`src/sza_pkg.sv`:
```
// Shared constants for the secure zone access control block
package sza_pkg;
  // Register byte offsets
  localparam logic [7:0] SZA_OFS_CTRL = 8'h00;
  localparam logic [7:0] SZA_OFS_STATUS = 8'h04;
  localparam logic [7:0] SZA_OFS_ZONE_CFG = 8'h08;
  localparam logic [7:0] SZA_OFS_EVENT = 8'h0C;
  localparam logic [7:0] SZA_OFS_ACCESS = 8'h10;
  localparam logic [7:0] SZA_OFS_RESULT = 8'h14;
  // Sizes
  localparam int SZA_CFG_BITS = 2048;
  localparam int SZA_CFG_BYTES = SZA_CFG_BITS / 8;
  localparam int SZA_NUM_FUSES = 3;
  localparam int SZA_NUM_ZONES = 4;
  localparam int SZA_NUM_PWD = 8;
  localparam int SZA_CNT_AUTH = 8;
  localparam int SZA_TRY_LIMIT = 4;
  localparam int SZA_PAGE_BYTES = 8;
  // Zone config fields, one byte per zone
  localparam int SZA_ZF_PWD_RD = 0;
  localparam int SZA_ZF_PWD_WR = 1;
  localparam int SZA_ZF_AUTH = 2;
  localparam int SZA_ZF_ENC = 3;
  localparam int SZA_ZF_WLOCK = 4;
  localparam int SZA_ZF_SET = 5;
  // Event opcodes
  localparam logic [2:0] SZA_EV_AUTH = 3'h1;
  localparam logic [2:0] SZA_EV_ENC = 3'h2;
  localparam logic [2:0] SZA_EV_PWD = 3'h3;
  localparam logic [2:0] SZA_EV_MAC_BAD = 3'h4;
  localparam logic [2:0] SZA_EV_RELEASE = 3'h5;
  // Refusal reasons
  localparam logic [3:0] SZA_RS_OK = 4'h0;
  localparam logic [3:0] SZA_RS_BUSY = 4'h1;
  localparam logic [3:0] SZA_RS_FUSE = 4'h2;
  localparam logic [3:0] SZA_RS_RIGHTS = 4'h3;
  localparam logic [3:0] SZA_RS_TEAR = 4'h4;
  localparam logic [3:0] SZA_RS_WLOCK = 4'h5;
  // Non-volatile operation codes
  localparam logic [2:0] SZA_NV_NONE = 3'h0;
  localparam logic [2:0] SZA_NV_DIRECT = 3'h1;
  localparam logic [2:0] SZA_NV_BUF = 3'h2;
  localparam logic [2:0] SZA_NV_COPY = 3'h3;
  localparam logic [2:0] SZA_NV_RESTORE = 3'h4;
  typedef enum logic [1:0] {SZA_STD, SZA_AUTH, SZA_ENC} sza_mode_e;
endpackage

```
`src/sza_access_ctrl.sv`:
```
// Security state, zone gating, fuses and antitearing sequencing
`timescale 1ns/1ps
`default_nettype none
module sza_access_ctrl (
  input wire logic aclk,
  input wire logic aresetn,
  input wire logic [7:0] s_axi_awaddr,
  input wire logic s_axi_awvalid,
  output logic s_axi_awready,
  input wire logic [31:0] s_axi_wdata,
  input wire logic [3:0] s_axi_wstrb,
  input wire logic s_axi_wvalid,
  output logic s_axi_wready,
  output logic [1:0] s_axi_bresp,
  output logic s_axi_bvalid,
  input wire logic s_axi_bready,
  input wire logic [7:0] s_axi_araddr,
  input wire logic s_axi_arvalid,
  output logic s_axi_arready,
  output logic [31:0] s_axi_rdata,
  output logic [1:0] s_axi_rresp,
  output logic s_axi_rvalid,
  input wire logic s_axi_rready,
  input wire logic nv_done,
  input wire logic tear_pending_nv,
  output logic [2:0] nv_op,
  output logic [7:0] nv_addr,
  output logic xfer_pwd_encrypted,
  output logic xfer_data_encrypted,
  output logic xfer_use_mac
);
  import sza_pkg::*;

  typedef enum logic [2:0] {SZA_T_IDLE, SZA_T_DIRECT, SZA_T_BUF, SZA_T_COPY,
    SZA_T_RESTORE} sza_tear_e;

  sza_mode_e mode;
  sza_tear_e tstate;
  logic [1:0] auth_set;
  logic pwd_active;
  logic pwd_write;
  logic [1:0] pwd_set;
  logic [SZA_NUM_FUSES-1:0] fuse;
  logic tear_en;
  logic por_checked;
  logic [31:0] zone_cfg;
  logic res_granted;
  logic res_nack;
  logic [3:0] res_reason;
  logic aw_held;
  logic w_held;
  logic [7:0] aw_addr;
  logic [31:0] w_data;
  logic [8:0] locked;
  // Decoded write request
  logic wr_fire;
  logic [2:0] ev_op;
  logic ev_ok;
  logic [1:0] ev_set;
  logic ev_wr;
  logic ev_fire;
  logic acc_fire;
  logic cnt_ok;
  logic cnt_fail;
  logic [3:0] cnt_idx;
  // Access request fields
  logic [1:0] a_zone;
  logic a_write;
  logic a_cfg;
  logic a_enc;
  logic [7:0] a_addr;
  logic [4:0] a_len;
  logic [7:0] a_data;
  logic [7:0] a_lock;
  logic [7:0] zc;
  logic wl_allow;
  logic wl_nack;
  logic next_granted;
  logic next_nack;
  logic [3:0] next_reason;

  // Field layout of the access register
  assign a_zone = w_data[1:0];
  assign a_write = w_data[2];
  assign a_cfg = w_data[3];
  assign a_enc = w_data[4];
  assign a_len = w_data[12:8];
  assign a_addr = w_data[23:16];
  assign a_data = w_data[31:24];
  assign a_lock = zone_cfg[31:24] & 8'h00 | lock_src(w_data);
  assign zc = zone_cfg[8*a_zone +: 8];

  // Current lock byte travels in bits 7:5 and 15:13 of the access word; its bits 1:0 read as ones
  function automatic logic [7:0] lock_src(input logic [31:0] d);
    lock_src = {d[7:5], d[15:13], 2'b11} & 8'hFF;
  endfunction

  // Page boundary test used for antitearing length limit
  function automatic logic crosses_page(input logic [7:0] addr, input logic [4:0] len);
    logic [5:0] last;
    last = {3'h0, addr[2:0]} + {1'b0, len} - 6'h1;
    crosses_page = (len == 5'h0) || (last >= 6'(SZA_PAGE_BYTES));
  endfunction

  sza_wlock_check u_wlock (
    .lock_byte(a_lock),
    .offset(a_addr[2:0]),
    .new_byte(a_data),
    .len(a_len),
    .allow(wl_allow),
    .nack(wl_nack)
  );

  sza_attempt_counters #(.NUM(SZA_NUM_PWD + 1), .LIMIT(SZA_TRY_LIMIT)) u_cnt (
    .aclk(aclk),
    .aresetn(aresetn),
    .idx(cnt_idx),
    .ok(cnt_ok),
    .fail(cnt_fail),
    .locked(locked)
  );

  // AXI write channel: address and data taken in either order
  assign wr_fire = aw_held && w_held && !s_axi_bvalid;
  always_ff @(posedge aclk) begin
    if (!aresetn) begin
      aw_held <= 1'b0;
      w_held <= 1'b0;
      aw_addr <= 8'h00;
      w_data <= 32'h0000_0000;
      s_axi_awready <= 1'b0;
      s_axi_wready <= 1'b0;
    end else begin
      s_axi_awready <= !aw_held && !s_axi_awready && s_axi_awvalid;
      s_axi_wready <= !w_held && !s_axi_wready && s_axi_wvalid;
      if (s_axi_awvalid && s_axi_awready) begin
        aw_held <= 1'b1;
        aw_addr <= s_axi_awaddr;
      end else if (wr_fire) begin
        aw_held <= 1'b0;
      end
      if (s_axi_wvalid && s_axi_wready) begin
        w_held <= 1'b1;
        w_data <= s_axi_wdata;
      end else if (wr_fire) begin
        w_held <= 1'b0;
      end
    end
  end

  // Write response; unmapped offsets answer SLVERR
  always_ff @(posedge aclk) begin
    if (!aresetn) begin
      s_axi_bvalid <= 1'b0;
      s_axi_bresp <= 2'b00;
    end else if (wr_fire) begin
      s_axi_bvalid <= 1'b1;
      if (aw_addr == SZA_OFS_CTRL || aw_addr == SZA_OFS_ZONE_CFG ||
          aw_addr == SZA_OFS_EVENT || aw_addr == SZA_OFS_ACCESS) begin
        s_axi_bresp <= 2'b00;
      end else begin
        s_axi_bresp <= 2'b10;
      end
    end else if (s_axi_bready) begin
      s_axi_bvalid <= 1'b0;
    end
  end

  // Event decode; strobes ignored for command registers
  assign ev_fire = wr_fire && aw_addr == SZA_OFS_EVENT;
  assign acc_fire = wr_fire && aw_addr == SZA_OFS_ACCESS;
  assign ev_op = w_data[2:0];
  assign ev_set = w_data[5:4];
  assign ev_wr = w_data[6];
  assign ev_ok = w_data[8];
  assign cnt_idx = (ev_op == SZA_EV_AUTH) ? 4'(SZA_CNT_AUTH) : {1'b0, ev_set, ev_wr};
  assign cnt_ok = ev_fire && ev_ok && (ev_op == SZA_EV_AUTH || ev_op == SZA_EV_PWD);
  assign cnt_fail = ev_fire && !ev_ok && (ev_op == SZA_EV_AUTH || ev_op == SZA_EV_PWD);

  // Communication security mode
  always_ff @(posedge aclk) begin
    if (!aresetn) begin
      mode <= SZA_STD;
      auth_set <= 2'h0;
    end else if (ev_fire) begin
      if (ev_op == SZA_EV_AUTH) begin
        // Starting an attempt discards the old result either way
        if (ev_ok && !locked[SZA_CNT_AUTH]) begin
          mode <= SZA_AUTH;
          auth_set <= ev_set;
        end else begin
          mode <= SZA_STD;
        end
      end else if (ev_op == SZA_EV_ENC && mode != SZA_STD) begin
        if (ev_ok) mode <= SZA_ENC;
        else mode <= SZA_AUTH;
      end else if (ev_op == SZA_EV_MAC_BAD) begin
        mode <= SZA_STD;
      end else if (ev_op == SZA_EV_RELEASE) begin
        mode <= SZA_STD;
      end
    end
  end

  // Single active password register
  always_ff @(posedge aclk) begin
    if (!aresetn) begin
      pwd_active <= 1'b0;
      pwd_write <= 1'b0;
      pwd_set <= 2'h0;
    end else if (ev_fire) begin
      if (ev_op == SZA_EV_PWD) begin
        // A new presentation replaces the old one, good or bad
        pwd_active <= ev_ok && !locked[cnt_idx];
        pwd_write <= ev_wr;
        pwd_set <= ev_set;
      end else if (ev_op == SZA_EV_RELEASE) begin
        pwd_active <= 1'b0;
      end
    end
  end

  // Control, zone config and fuses
  always_ff @(posedge aclk) begin
    if (!aresetn) begin
      tear_en <= 1'b0;
      fuse <= '0;
      zone_cfg <= 32'h0000_0000;
    end else if (wr_fire && aw_addr == SZA_OFS_CTRL && s_axi_wstrb[0]) begin
      tear_en <= w_data[0];
      // Fuses only accumulate; fuse i needs fuse i-1 blown or its bit set in the same write; several may blow at once
      for (int i = 0; i < SZA_NUM_FUSES; i++) begin
        if (w_data[1+i] && (i == 0 || fuse[i-1] || w_data[i])) fuse[i] <= 1'b1;
      end
    end else if (wr_fire && aw_addr == SZA_OFS_ZONE_CFG) begin
      for (int b = 0; b < 4; b++) begin
        if (s_axi_wstrb[b]) zone_cfg[8*b +: 8] <= w_data[8*b +: 8];
      end
    end
  end

  // Access decision for one read or write request
  always_comb begin
    next_granted = 1'b1;
    next_nack = 1'b0;
    next_reason = SZA_RS_OK;
    if (tstate != SZA_T_IDLE) begin
      next_granted = 1'b0;
      next_reason = SZA_RS_BUSY;
    end else if (a_cfg) begin
      // Fuse k freezes config quarter k, fuse 2 also quarter 3; rights are fixed logic
      if (a_write && fuse[a_addr[7:6] > 2'h2 ? 2'h2 : a_addr[7:6]]) begin
        next_granted = 1'b0;
        next_reason = SZA_RS_FUSE;
      end
    end else begin
      if ((zc[SZA_ZF_PWD_RD] && !a_write && !(pwd_active &&
          pwd_set == zc[SZA_ZF_SET +: 2])) || (zc[SZA_ZF_PWD_WR] && a_write &&
          !(pwd_active && pwd_write && pwd_set == zc[SZA_ZF_SET +: 2]))) begin
        next_granted = 1'b0;
        next_reason = SZA_RS_RIGHTS;
      end else if (zc[SZA_ZF_AUTH] && (mode == SZA_STD ||
          auth_set != zc[SZA_ZF_SET +: 2])) begin
        next_granted = 1'b0;
        next_reason = SZA_RS_RIGHTS;
      end else if (zc[SZA_ZF_ENC] && !(mode == SZA_ENC && a_enc)) begin
        next_granted = 1'b0;
        next_reason = SZA_RS_RIGHTS;
      end else if (a_write && zc[SZA_ZF_WLOCK] && !wl_allow) begin
        next_granted = 1'b0;
        next_nack = wl_nack;
        next_reason = SZA_RS_WLOCK;
      end else if (a_write && tear_en && crosses_page(a_addr, a_len)) begin
        next_granted = 1'b0;
        next_reason = SZA_RS_TEAR;
      end
    end
  end

  // Result register holds the last decision
  always_ff @(posedge aclk) begin
    if (!aresetn) begin
      res_granted <= 1'b0;
      res_nack <= 1'b0;
      res_reason <= SZA_RS_OK;
    end else if (acc_fire) begin
      res_granted <= next_granted;
      res_nack <= next_nack;
      res_reason <= next_reason;
    end
  end

  // Non-volatile write sequencer with antitearing and recovery
  always_ff @(posedge aclk) begin
    if (!aresetn) begin
      tstate <= SZA_T_IDLE;
      por_checked <= 1'b0;
      nv_op <= SZA_NV_NONE;
      nv_addr <= 8'h00;
    end else begin
      case (tstate)
        SZA_T_IDLE: begin
          if (!por_checked) begin
            por_checked <= 1'b1;
            if (tear_pending_nv) begin
              tstate <= SZA_T_RESTORE;
              nv_op <= SZA_NV_RESTORE;
            end
          end else if (acc_fire && next_granted && a_write) begin
            nv_addr <= a_addr;
            if (tear_en) begin
              tstate <= SZA_T_BUF;
              nv_op <= SZA_NV_BUF;
            end else begin
              tstate <= SZA_T_DIRECT;
              nv_op <= SZA_NV_DIRECT;
            end
          end
        end
        SZA_T_BUF: begin
          if (nv_done) begin
            tstate <= SZA_T_COPY;
            nv_op <= SZA_NV_COPY;
          end
        end
        SZA_T_DIRECT, SZA_T_COPY, SZA_T_RESTORE: begin
          if (nv_done) begin
            tstate <= SZA_T_IDLE;
            nv_op <= SZA_NV_NONE;
          end
        end
        default: begin
          tstate <= SZA_T_IDLE;
          nv_op <= SZA_NV_NONE;
        end
      endcase
    end
  end

  // Transport protection per mode; config data gets no separate setting
  always_ff @(posedge aclk) begin
    if (!aresetn) begin
      xfer_pwd_encrypted <= 1'b0;
      xfer_data_encrypted <= 1'b0;
      xfer_use_mac <= 1'b0;
    end else begin
      xfer_pwd_encrypted <= (mode != SZA_STD);
      xfer_data_encrypted <= (mode == SZA_ENC);
      xfer_use_mac <= (mode != SZA_STD);
    end
  end

  // AXI read channel, one cycle after the address is taken
  always_ff @(posedge aclk) begin
    if (!aresetn) begin
      s_axi_arready <= 1'b0;
      s_axi_rvalid <= 1'b0;
      s_axi_rdata <= 32'h0000_0000;
      s_axi_rresp <= 2'b00;
    end else begin
      s_axi_arready <= !s_axi_arready && !s_axi_rvalid && s_axi_arvalid;
      if (s_axi_arvalid && s_axi_arready) begin
        s_axi_rvalid <= 1'b1;
        s_axi_rresp <= 2'b00;
        if (s_axi_araddr == SZA_OFS_CTRL) begin
          s_axi_rdata <= {28'h0, fuse, tear_en};
        end else if (s_axi_araddr == SZA_OFS_STATUS) begin
          s_axi_rdata <= {12'h0, locked, tstate, pwd_set, pwd_write, pwd_active,
            auth_set, mode};
        end else if (s_axi_araddr == SZA_OFS_ZONE_CFG) begin
          s_axi_rdata <= zone_cfg;
        end else if (s_axi_araddr == SZA_OFS_RESULT) begin
          s_axi_rdata <= {26'h0, res_reason, res_nack, res_granted};
        end else begin
          s_axi_rdata <= 32'h0000_0000;
          s_axi_rresp <= 2'b10;
        end
      end else if (s_axi_rready) begin
        s_axi_rvalid <= 1'b0;
      end
    end
  end
endmodule // sza_access_ctrl
`default_nettype wire

```
`src/sza_attempt_counters.sv`:
```
// Failed-attempt counters, one per password plus one for authentication
`timescale 1ns/1ps
`default_nettype none
module sza_attempt_counters #(
  parameter int NUM = 9,
  parameter int LIMIT = 4
) (
  input wire logic aclk,
  input wire logic aresetn,
  input wire logic [3:0] idx,
  input wire logic ok,
  input wire logic fail,
  output logic [NUM-1:0] locked
);
  import sza_pkg::*;
  logic [2:0] cnt [NUM];

  // Count failures, clear on success below the limit
  always_ff @(posedge aclk) begin
    if (!aresetn) begin
      for (int i = 0; i < NUM; i++) cnt[i] <= 3'h0;
    end else begin
      for (int i = 0; i < NUM; i++) begin
        if (int'(idx) == i && cnt[i] < 3'(LIMIT)) begin
          if (fail) cnt[i] <= cnt[i] + 3'h1;
          else if (ok) cnt[i] <= 3'h0;
        end
      end
    end
  end

  // Saturated counters refuse every further try
  always_comb begin
    for (int i = 0; i < NUM; i++) locked[i] = (cnt[i] >= 3'(LIMIT));
  end
endmodule // sza_attempt_counters
`default_nettype wire

```
`src/sza_wlock_check.sv`:
```
// Write-lock page check for one byte write
`timescale 1ns/1ps
`default_nettype none
module sza_wlock_check (
  input wire logic [7:0] lock_byte,
  input wire logic [2:0] offset,
  input wire logic [7:0] new_byte,
  input wire logic [4:0] len,
  output logic allow,
  output logic nack
);
  import sza_pkg::*;
  // Offset 0 is the lock byte itself; it may only lose ones
  always_comb begin
    nack = (len != 5'h1);
    if (offset == 3'h0) begin
      allow = lock_byte[0] && ((new_byte & ~lock_byte) == 8'h00);
    end else begin
      allow = lock_byte[offset];
    end
    if (nack) allow = 1'b0;
  end
endmodule // sza_wlock_check
`default_nettype wire

```
`config.mk`:
```
export PLATFORM = sky130hd
export DESIGN_NAME = sza_access_ctrl
export DESIGN_NICKNAME = d
export VERILOG_FILES = /design/src/sza_pkg.sv /design/src/sza_access_ctrl.sv /design/src/sza_attempt_counters.sv /design/src/sza_wlock_check.sv
export SDC_FILE = /design/constraint.sdc
export NUM_CORES = 1
export LEC_CHECK = 0
export BUFFER_PORTS_ARGS = -buffer_cell sky130_fd_sc_hd__buf_2
export CORE_MARGIN = 2
export CORE_UTILIZATION = 44
export CTS_BUF_LIST = sky130_fd_sc_hd__clkbuf_16
export DETAILED_ROUTE_END_ITERATION = 16
export MAX_ROUTING_LAYER = met4
export PLACE_DENSITY_LB_ADDON = 0.05
export SYNTH_ARGS = -nofsm -noshare
export SYNTH_HDL_FRONTEND = slang
export SYNTH_SLANG_ARGS = --single-unit
```
`constraint.sdc`:
```
create_clock -name aclk -period 4.4 [get_ports aclk]
set_input_delay 0 -clock aclk [delete_from_list [all_inputs] [get_ports aclk]]
set_output_delay 0 -clock aclk [all_outputs]
set_load 0.05 [all_outputs]
```
==> results of run 1 <==
==> worst paths after layout <==
check	from	end	slack, ps	cells past startpoint
hold reg to reg	s_axi_rdata[25]$_SDFFE_PN0P_	s_axi_rdata[25]$_SDFFE_PN0P_	450	2
setup reg to reg	w_data[17]$_SDFFE_PN0P_	tstate[1]$_SDFFE_PN0P_	960	13
setup / recovery	w_data[17]$_SDFFE_PN0P_	tstate[1]$_SDFFE_PN0P_	960	13
hold / removal	aresetn	res_reason[2]$_SDFFE_PN0P_	40	2
==> layout by cell type, fill, tap and decap left out, types with 3 or more instances in the layout <==
master         instances
a211oi_1               8
a21o_1                 3
a21oi_1              115
a221oi_1              21
a41o_1                 3
a41oi_1                3
and2_1                13
buf_2                113
buf_4                  6
clkbuf_16             18
clkinvlp_4             3
dfxtp_1              147
dlygate4sd3_1         54
edfxtp_1              24
ha_1                  25
inv_1                 48
inv_6                  6
mux2i_1               11
mux4_2                 9
nand2_1              190
nand2b_1              16
nand3_1               29
nand3b_1               6
nor2_1                80
nor2b_1                9
nor3_1                28
nor3b_1                6
nor4_1                 5
nor4b_1                6
o21ai_0               17
o31ai_1                4
or3_1                  5
xnor2_1                7
xor2_1                 3
==> state kept, by name, indices dropped and copies added, names as in the netlist, 2 cells and up <==
| name | cells |
|---|---|
| zone_cfg | 32 |
| pwd_set | 2 |
| aw_addr | 8 |
| auth_set | 2 |
| mode | 2 |
| tstate | 3 |
| res_reason | 3 |
| w_data | 32 |
| s_axi_rdata | 32 |
| nv_addr | 8 |
| fuse | 3 |
| u_cnt.cnt | 27 |
==> synth_stat cells, types with 2 or more instances <==
library cell and instances:
o21ai_0 17, mux4_2 9, or3_1 5, o21bai_1 2
a21oi_1 115, nor3_1 28, nor4_1 5, nand3_1 29
nand2b_1 16, a41o_1 3, a221oi_1 21, ha_1 25
edfxtp_1 24, dfxtp_1 147, a41oi_1 3, or2_2 2
buf_1 5, nor4b_1 6, o31ai_1 4, xor2_1 3
mux2_2 2, nand3b_1 6, a21o_1 3, clkbuf_1 47
inv_1 47, nor3b_1 6, nor2b_1 9, nand2_1 190
buf_2 5, buf_4 5, mux2i_1 11, nor2_1 80
and2_1 13, xnor2_1 7, a211oi_1 8, a22oi_1 2
==> critical path: stages, from the launching register on <==
cell,delay [ps]
dfxtp_1,470
inv_1,80
ha_1,270
inv_1,60
ha_1,160
inv_1,50
fa_1,370
nand2b_1,170
a21oi_1,160
xnor2_1,140
o31ai_1,140
a41oi_1,840
a211oi_1,170
a41o_1,250
==> final cells by class <==
| type | count | share of cell area (%) |
|---|---|---|
| Clock inverter | 14 | 1.35 |
| Multi-Input combinational cell | 658 | 39.3 |
| Inverter | 48 | 1.89 |
| Sequential cell | 171 | 37.9 |
| Tap cell | 225 | 2.91 |
| Clock buffer | 18 | 4.66 |
| Timing Repair Buffer | 173 | 11.9 |
==> layer usage <==
metal / GRT usage [%] / vias up
met5: - / -
met4: 7.82 / 0
li1: - / 3480
met3: 4.46 / 27
met1: 33.5 / 3273
met2: 39.1 / 205
==> cell families (layout without fill, tap and decap cells) <==
kind of cell               after synthesis  count (layout)
and+or+nand+nor                        405             405
AOI/OAI and AO/OA                      193             193
DFF                                    171             171
buffers and inverters                  110             253
adders and majority gates               26              26
muxes                                   22              22
xor gates and xnor gates                10              10
other                                    1               2
==> power groups by stage <==
stage               Sequential (mW)  Clock [mW]  Combinational, mW
floorplan                      1.73           0              0.153
global placement               1.70           0              0.272
detailed placement             1.70           0              0.273
CTS                            1.67        1.51              0.307
global route                   1.67        1.57              0.339
finish                         1.67        1.48              0.308
==> what timing repair did <==
item | CTS | global route
hold endpoints to repair | 46 | 0
gates resized for setup | 0 | 0
hold buffers | 54 | 0
==> flow_metrics.py, run 1 <==
metrics = {
    "outcome": {
        "status": "finished, final reports clean",
    },
    "power_and_ir_drop": {
        "pwr-share-seq_pct": 48.2,
        "p_sw_uw": 899,
        "combPwrFrac_pct": 8.9,
        "switching_share_pct": 26.0,
        "p_leak_nw": 3.70,
        "finalPower_mw": 3.46,
        "p_per_area_mw_per_mm2": 358,
        "p_int_mw": 2.56,
        "clkPwrFrac_pct": 42.9,
        "vdd_drop_max_uv": 290,
    },
    "critical_path": {
        "path_class": "register to register",
        "crit_fanout": 11,
        "required_ps": 4730,
        "worstPathArrival_ps": 3770,
        "worstSetupStartpointType": "register",
        "worstSetupEndpointType": "register",
    },
    "global_route": {
        "antenna_found_initial": 0,
        "grt_pass1_wl_um": 35200,
        "grt-ovfl-total": 0,
        "grt_max_degree": 94,
        "track_usage_pct": 25.1,
        "grt_pass1_vias": 6394,
    },
    "placed_design": {
        "hpwlAfterDp_um": 16100,
        "gp_congestion": 0.889,
        "placed_cells": 1221,
        "dp_slack_ps": 959,
        "portBuffers": 113,
        "place_area_mm2": 0.00854,
    },
    "die": {
        "die_w_um": 138,
        "rows": 48,
        "die_h_um": 138,
        "initial_utilization_pct": 45.3,
        "coreArea_mm2": 0.0174,
        "pin_count": 116,
        "dieArea_mm2": 0.0190,
    },
    "clock_tree": {
        "clock_latency_ps": 440,
        "cts_sinks": 171,
        "cts_made_buffers": 17,
        "clk_pin_slew_ps": 70,
        "cts_tree": "yes",
        "clock-root-buffer": "clkbuf_16",
        "postCtsSetupBuffers": 0,
        "ctsLongestPathBuffers": 2,
        "htree_levels": 4,
    },
    "finish": {
        "num-fill-cells": 1654,
        "fin_cells": 1307,
        "layout.nets": 1156,
        "area_growth_pct": 22.3,
        "multi_input_area_mm2": 0.00380,
        "postLayoutCellArea_mm2": 0.00966,
        "register_area_mm2": 0.00366,
        "final_core_util_pct": 55.5,
        "layout-drive-gt1-share_pct": 15.8,
        "antenna_cells": 0,
    },
    "yosys": {
        "synth-simple-area-share_pct": 23.5,
        "synth-seq-cells": 171,
        "synthAdderAreaFrac_pct": 4.21,
        "synth_ff_type": "dfxtp_1",
        "ys_top_cells_by_area": "dfxtp_1 (37%), edfxtp_1 (9.1%), nand2_1 (9.0%)",
        "synthArstFlopShare_pct": 0,
        "syn_area_mm2": 0.00790,
        "synth_cells": 938,
        "yosysTopAreaCell": "dfxtp_1",
        "synth_edf_count": 24,
        "synth_compound_area_share_pct": 15.0,
        "yosys_warnings": 0,
        "yosysUniqueCellTypes": 64,
        "avgSynthCellArea_um2": 8.42,
        "synthXorXnorAreaFrac_pct": 1.11,
        "ys_seq_area_share_pct": 46.4,
        "synth_top_family_by_area": "simple AND/OR/NAND/NOR gates",
        "synth_top_area_share_pct": 37.3,
        "synthMuxAreaShare_pct": 4.25,
    },
    "min_path": {
        "hp-class": "primary input to register",
    },
    "detailed_routing": {
        "route.detailed.drc": 0,
        "drt-total-wl_um": 22500,
        "drtAntennaViolNets": 0,
        "drt_iter0_drc": 484,
        "first_pass_iters": 4,
        "route.met3.wl_um": 1220,
        "post_drt_wl_per_cell_um": 17.2,
        "dr_wl_met2_um": 10500,
        "top_layer": "met4",
        "wl_met1_um": 10300,
        "via_per_inst": 5.34,
        "vias": 6985,
    },
    "sta": {
        "drv_slew": 0,
        "setup_viol": 0,
        "setup_ws_ps": 956,
        "final-hold-violation-count": 0,
        "period_needed_ps": 3440,
        "worst_pin_slew_ps": 1230,
        "maxSlewHeadroom_pct": 17.7,
        "setup_tns_ps": 0,
        "fmax_ghz": 0.290,
        "finalCritPeriodShare_pct": 78.3,
        "hold_slack_ps": 40.6,
        "finClkSkew_ps": 10.4,
        "rsz0062_at_grt": "false",
    },
    "job": {
        "drv_cap": 0,
    },
}
Power figures use the tool's default switching activity.
==> inputs of run 2 (changes only) <==
- clock period: 4.4 -> 3 ns (I/O delays scaled with it)
==> flow_metrics.py, run 2 (synthesized netlist as in run 1, its figures left out) <==
metrics = {
    "clock_tree": {
        "clock_latency_ps": 430,
        "clock-root-buffer": "clkbuf_16",
        "cts_tree": "yes",
        "postCtsSetupBuffers": 0,
        "cts_made_buffers": 17,
        "cts_sinks": 171,
        "htree_levels": 4,
        "clk_pin_slew_ps": 70,
        "ctsLongestPathBuffers": 2,
    },
    "finish": {
        "postLayoutCellArea_mm2": 0.00988,
        "register_area_mm2": 0.00366,
        "num-fill-cells": 1661,
        "layout_commonest_cell": "nand2_1",
        "layout-drive-gt1-share_pct": 17.7,
        "multi_input_area_mm2": 0.00381,
        "fin_cells": 1330,
        "biggestRegsByFlops": "s_axi_rdata: 32 flops, w_data: 32 flops, zone_cfg: 32 flops",
        "layout_common_cells": "nand2_1 (190), dfxtp_1 (147), a21oi_1 (115), buf_2 (113), nor2_1 (80)",
        "layout.nets": 1178,
        "area_growth_pct": 25.1,
    },
    "global_route": {
        "grt_max_degree": 88,
        "grt_pass1_vias": 6478,
        "antenna_found_initial": 1,
        "track_usage_pct": 24.8,
        "grt_pass1_wl_um": 35000,
        "grt-ovfl-total": 0,
    },
    "job": {
        "drv_cap": 0,
    },
    "sta": {
        "final-hold-violation-count": 0,
        "fmax_ghz": 0.353,
        "maxSlewHeadroom_pct": 24.8,
        "finalCritPeriodShare_pct": 94.3,
        "drv_slew": 0,
        "period_needed_ps": 2830,
        "rsz0062_at_grt": "false",
        "hold_slack_ps": 25.0,
        "setup_tns_ps": 0,
        "finClkSkew_ps": 8.10,
        "worst_pin_slew_ps": 1130,
        "setup_viol": 0,
    },
    "critical_path": {
        "critical_path.most_common_cell": "inv_1",
        "worstSetupStartpointType": "register",
        "required_ps": 3300,
        "cp_slowest_stage_delay_ps": 370,
        "worstPathArrival_ps": 3130,
        "path_cells": "inv_1, ha_1, inv_1, ha_1, inv_1, fa_1, nand2b_1, a21oi_1, xnor2_1, o31ai_2, a41oi_1, buf_4, nand3_1, a21oi_1",
        "crit_fanout": 9,
        "worstSetupEndpointType": "register",
        "crit_path_top_delay_cell": "fa_1",
        "path_class": "register to register",
    },
    "detailed_routing": {
        "post_drt_wl_per_cell_um": 16.9,
        "route.detailed.drc": 0,
        "first_pass_iters": 5,
        "drt-total-wl_um": 22500,
        "drtAntennaViolNets": 0,
        "vias": 7110,
        "drt_iter0_drc": 484,
        "via_per_inst": 5.35,
    },
    "die": {
        "dieArea_mm2": 0.0190,
        "coreArea_mm2": 0.0174,
        "die_w_um": 138,
        "pin_count": 116,
        "rows": 48,
        "die_h_um": 138,
        "initial_utilization_pct": 45.3,
    },
    "power_and_ir_drop": {
        "finalPower_mw": 5.20,
        "clkPwrFrac_pct": 44.0,
        "switching_share_pct": 25.4,
        "combPwrFrac_pct": 9.3,
        "p_int_mw": 3.88,
        "p_sw_mw": 1.32,
        "pwr-share-seq_pct": 46.7,
        "p_per_area_mw_per_mm2": 526,
        "vdd_drop_max_uv": 468,
        "p_leak_nw": 3.85,
    },
    "outcome": {
        "status": "finished, final reports clean",
    },
    "placed_design": {
        "gp_congestion": 0.862,
        "place_area_mm2": 0.00873,
        "portBuffers": 113,
        "placed_cells": 1243,
        "hpwlAfterDp_um": 16100,
    },
    "min_path": {
        "hp-class": "primary input to register",
    },
}
-- run 2: cell types whose count changed in the layout (fill, tap and decap cells not counted), moves of 3 or more --
cell and change:
buf_4 +20, inv_6 -5, clkinv_2 +3, clkinvlp_4 -3
-- run 2: area by class of cell --
| cell class | instances | area share (%) |
|---|---|---|
| Tap cell | 225 | 2.85 |
| Multi-Input combinational cell | 658 | 38.5 |
| Clock buffer | 17 | 4.31 |
| Clock inverter | 15 | 1.76 |
| Sequential cell | 171 | 37.1 |
| Antenna cell | 1 | 0.0253 |
| Inverter | 48 | 1.85 |
| Timing Repair Buffer | 195 | 13.6 |
-- run 2: critical path: cells and delay by family (launching register included) --
family	cells	cell delay [ps]
AOI/OAI and AO/OA	4	830
adders and majority gates	3	810
buffers and inverters	4	400
DFF	1	340
and+or+nand+nor	2	250
xor gates and xnor gates	1	100
-- run 2: per-stage QoR --
| stage | setup WS, ps | utilization [%] |
|---|---|---|
| floorplan | 135 | - |
| global placement | 172 | 50.1 |
| detailed placement | 94.1 | 50.1 |
| CTS | 6.88 | 56.7 |
| global route | 6.11 | 56.7 |
| finish | 170 | 56.7 |
-- run 2: layer usage --
layer / vias up / track usage, % / wire length [µm]
met4: 0 / 7.37 / 490
met1: 3363 / 32.2 / 10000
met3: 33 / 5.48 / 1290
met5: - / - / 0
li1: 3513 / - / -
met2: 201 / 39.0 / 10700
-- run 2: path summary, 6_finish.rpt --
check	startpoint	endpoint	slack [ps]	depth (start not counted)
setup / recovery	w_data[9]$_SDFFE_PN0P_	tstate[0]$_SDFFE_PN0P_	170	14
hold / removal	aresetn	u_cnt.cnt[8][0]$_SDFFE_PP0P_	30	3
setup reg to reg	w_data[9]$_SDFFE_PN0P_	tstate[0]$_SDFFE_PN0P_	170	14
hold reg to reg	s_axi_rdata[25]$_SDFFE_PN0P_	s_axi_rdata[25]$_SDFFE_PN0P_	450	2
-- run 2: repair_timing --
item / CTS / global route
hold buffers: 54 / 0
setup endpoints to repair: 0 / 10
endpoints found under the hold margin: 46 / 0
gates resized for setup: 0 / 2
-- run 2: power groups by stage --
stage	clock, mW	combinational (mW)	sequential (mW)
CTS	2.31	0.484	2.43
detailed placement	0	0.432	2.48
floorplan	0	0.225	2.53
global placement	0	0.430	2.48
global route	2.41	0.535	2.43
finish	2.29	0.483	2.43
==> inputs of run 3 (changes only) <==
- REMOVE_ABC_BUFFERS: default -> 1
==> flow_metrics.py, run 3 (synthesized netlist as in run 1, its figures left out) <==
metrics = {
    "finish": {
        "layout-drive-gt1-share_pct": 18.6,
        "layout_common_cells": "nand2_1 (190), dfxtp_1 (147), a21oi_1 (114), buf_2 (113), nor2_1 (80)",
        "layout_commonest_cell": "nand2_1",
        "postLayoutCellArea_mm2": 0.00989,
        "biggestRegsByFlops": "s_axi_rdata: 32 flops, w_data: 32 flops, zone_cfg: 32 flops",
        "area_growth_pct": 25.2,
        "layout.nets": 1189,
        "antenna_cells": 0,
    },
    "job": {
        "drv_cap": 0,
    },
    "global_route": {
        "grt_use_met3_pct": 3.44,
        "met2_usage_pct": 40.4,
        "grt_max_degree": 81,
        "track_usage_pct": 25.1,
        "grtUsageMet1_pct": 33.0,
        "antenna_found_initial": 0,
        "grt-ovfl-total": 0,
        "grt_pass1_vias": 6662,
        "grt_busiest_layer": "met2",
        "grt_pass1_wl_um": 35200,
    },
    "min_path": {
        "holdCritStartpoint": "s_axi_araddr[2]",
        "hp-class": "primary input to register",
        "holdPathStages": 4,
        "min_to": "s_axi_rresp[1]$_SDFFE_PN0P_",
    },
    "sta": {
        "finClkSkew_ps": 9.45,
        "fmax_ghz": 0.360,
        "setup_tns_ps": 0,
        "period_needed_ps": 2780,
        "worst_pin_slew_ps": 877,
        "drv_slew": 0,
        "finalCritPeriodShare_pct": 92.6,
        "maxSlewHeadroom_pct": 41.4,
        "setup_viol": 0,
        "final-hold-violation-count": 0,
    },
    "critical_path": {
        "r2r_slack_ps": 220,
        "crit_fanout": 4,
        "worstSetupEndpointType": "register",
        "path_class": "register to register",
        "required_ps": 3360,
        "worstSetupStartpointType": "register",
        "worstPathArrival_ps": 3140,
        "r2r_end": "nv_addr[7]$_SDFFE_PN0P_",
        "timing.rr.start": "w_data[9]$_SDFFE_PN0P_",
        "r2r.worst_path.cells": 14,
    },
    "power_and_ir_drop": {
        "p_leak_nw": 3.88,
        "p_per_area_mw_per_mm2": 500,
        "vdd_drop_max_uv": 410,
    },
    "placed_design": {
        "portBuffers": 113,
        "gp_congestion": 0.839,
        "hpwlAfterDp_um": 16200,
        "place_area_mm2": 0.00877,
    },
    "die": {
        "die_w_um": 138,
        "initial_utilization_pct": 45.3,
        "rows": 48,
        "pin_count": 116,
        "dieArea_mm2": 0.0190,
        "coreArea_mm2": 0.0174,
        "die_h_um": 138,
    },
    "outcome": {
        "status": "finished, final reports clean",
    },
    "clock_tree": {
        "ctsLongestPathBuffers": 2,
        "clock_latency_ps": 430,
        "cts_tree": "yes",
        "htree_levels": 4,
        "clk_pin_slew_ps": 70,
        "clock-root-buffer": "clkbuf_16",
        "cts_sinks": 171,
        "cts_made_buffers": 17,
    },
    "detailed_routing": {
        "drt_iter0_drc": 461,
        "vias": 7098,
        "first_pass_iters": 5,
        "post_drt_wl_per_cell_um": 16.9,
        "drtAntennaViolNets": 0,
        "via_per_inst": 5.30,
        "drt-total-wl_um": 22600,
        "route.detailed.drc": 0,
    },
}
[run 3: cell count changes in the layout (fill, tap and decap cells not counted), moves of 2 or more]
cell	before	now
buf_12	2	0
buf_4	26	38
bufinv_16	3	1
clkinv_2	3	5
[run 3: worst max-delay path by stage]
stage | to | slack [ps] | cells past startpoint | startpoint
4_1_cts | tstate[0]$_SDFFE_PN0P_ | 80 | 13 | w_data[9]$_SDFFE_PN0P_
5_1_grt | nv_addr[2]$_SDFFE_PN0P_ | -30 | 14 | w_data[9]$_SDFFE_PN0P_
3_3_place_gp | tstate[0]$_SDFFE_PN0P_ | 180 | 13 | w_data[9]$_SDFFE_PN0P_
6_report | nv_addr[7]$_SDFFE_PN0P_ | 220 | 14 | w_data[9]$_SDFFE_PN0P_
3_5_place_dp | tstate[0]$_SDFFE_PN0P_ | 100 | 13 | w_data[9]$_SDFFE_PN0P_
2_1_floorplan | tstate[1]$_SDFFE_PN0P_ | -80 | 13 | w_data[8]$_SDFFE_PN0P_
[run 3: power by group]
group | switching [mW] | internal, mW | total, mW | leakage [nW]
clock network | 0.906 | 1.13 | 2.03 | 0.277
logic | 0.292 | 0.193 | 0.485 | 2.17
registers | 0.0596 | 2.37 | 2.43 | 1.44
[run 3: metrics by stage]
stage          total power, mW  setup WS (ps)  hold slack [ps]  instances  utilization, %
2_1_floorplan             2.74          -83.8              122        877               -
3_3_place_gp              2.91            180              241       1252            50.4
3_5_place_dp              2.91            105              245       1252            50.4
4_1_cts                   4.99           75.4             26.7       1338            56.5
5_1_grt                   5.13          -28.9             45.9       1340            56.8
6_report                  4.95            222             44.9       1340            56.8
[run 3: cell type report]
type                    instances  area, µm²
clock buffers                  17        425
clock inverters                15        110
fillers                      1681       7530
inverters                      48        183
multi-input cells             659       3830
flip-flops and latches        171       3660
well taps                     225        282
repair buffers                205       1390
[run 3: worst max-delay path, stage by stage, from the launching register on]
cell and delay [ps]:
dfxtp_1 340, inv_1 50, ha_1 280, inv_1 60, ha_1 150, inv_1 50
fa_1 400, nand2b_4 160, a21oi_2 130, xnor2_1 80, o31ai_2 380, buf_4 180
a41o_1 240, nand2_1 70, a21oi_1 140
[run 3: repair_timing]
item | CTS | global route
endpoints found under the hold margin | 46 | 0
hold buffers | 54 | 0
setup endpoints to repair | 0 | 10
resized for setup | 0 | 5
setup buffers | 0 | 1
[run 3: routing by layer]
metal / vias up / wire length [µm]
met5: - / 0
met4: 0 / 371
met3: 24 / 744
met2: 157 / 10700
met1: 3371 / 10800
li1: 3546 / -
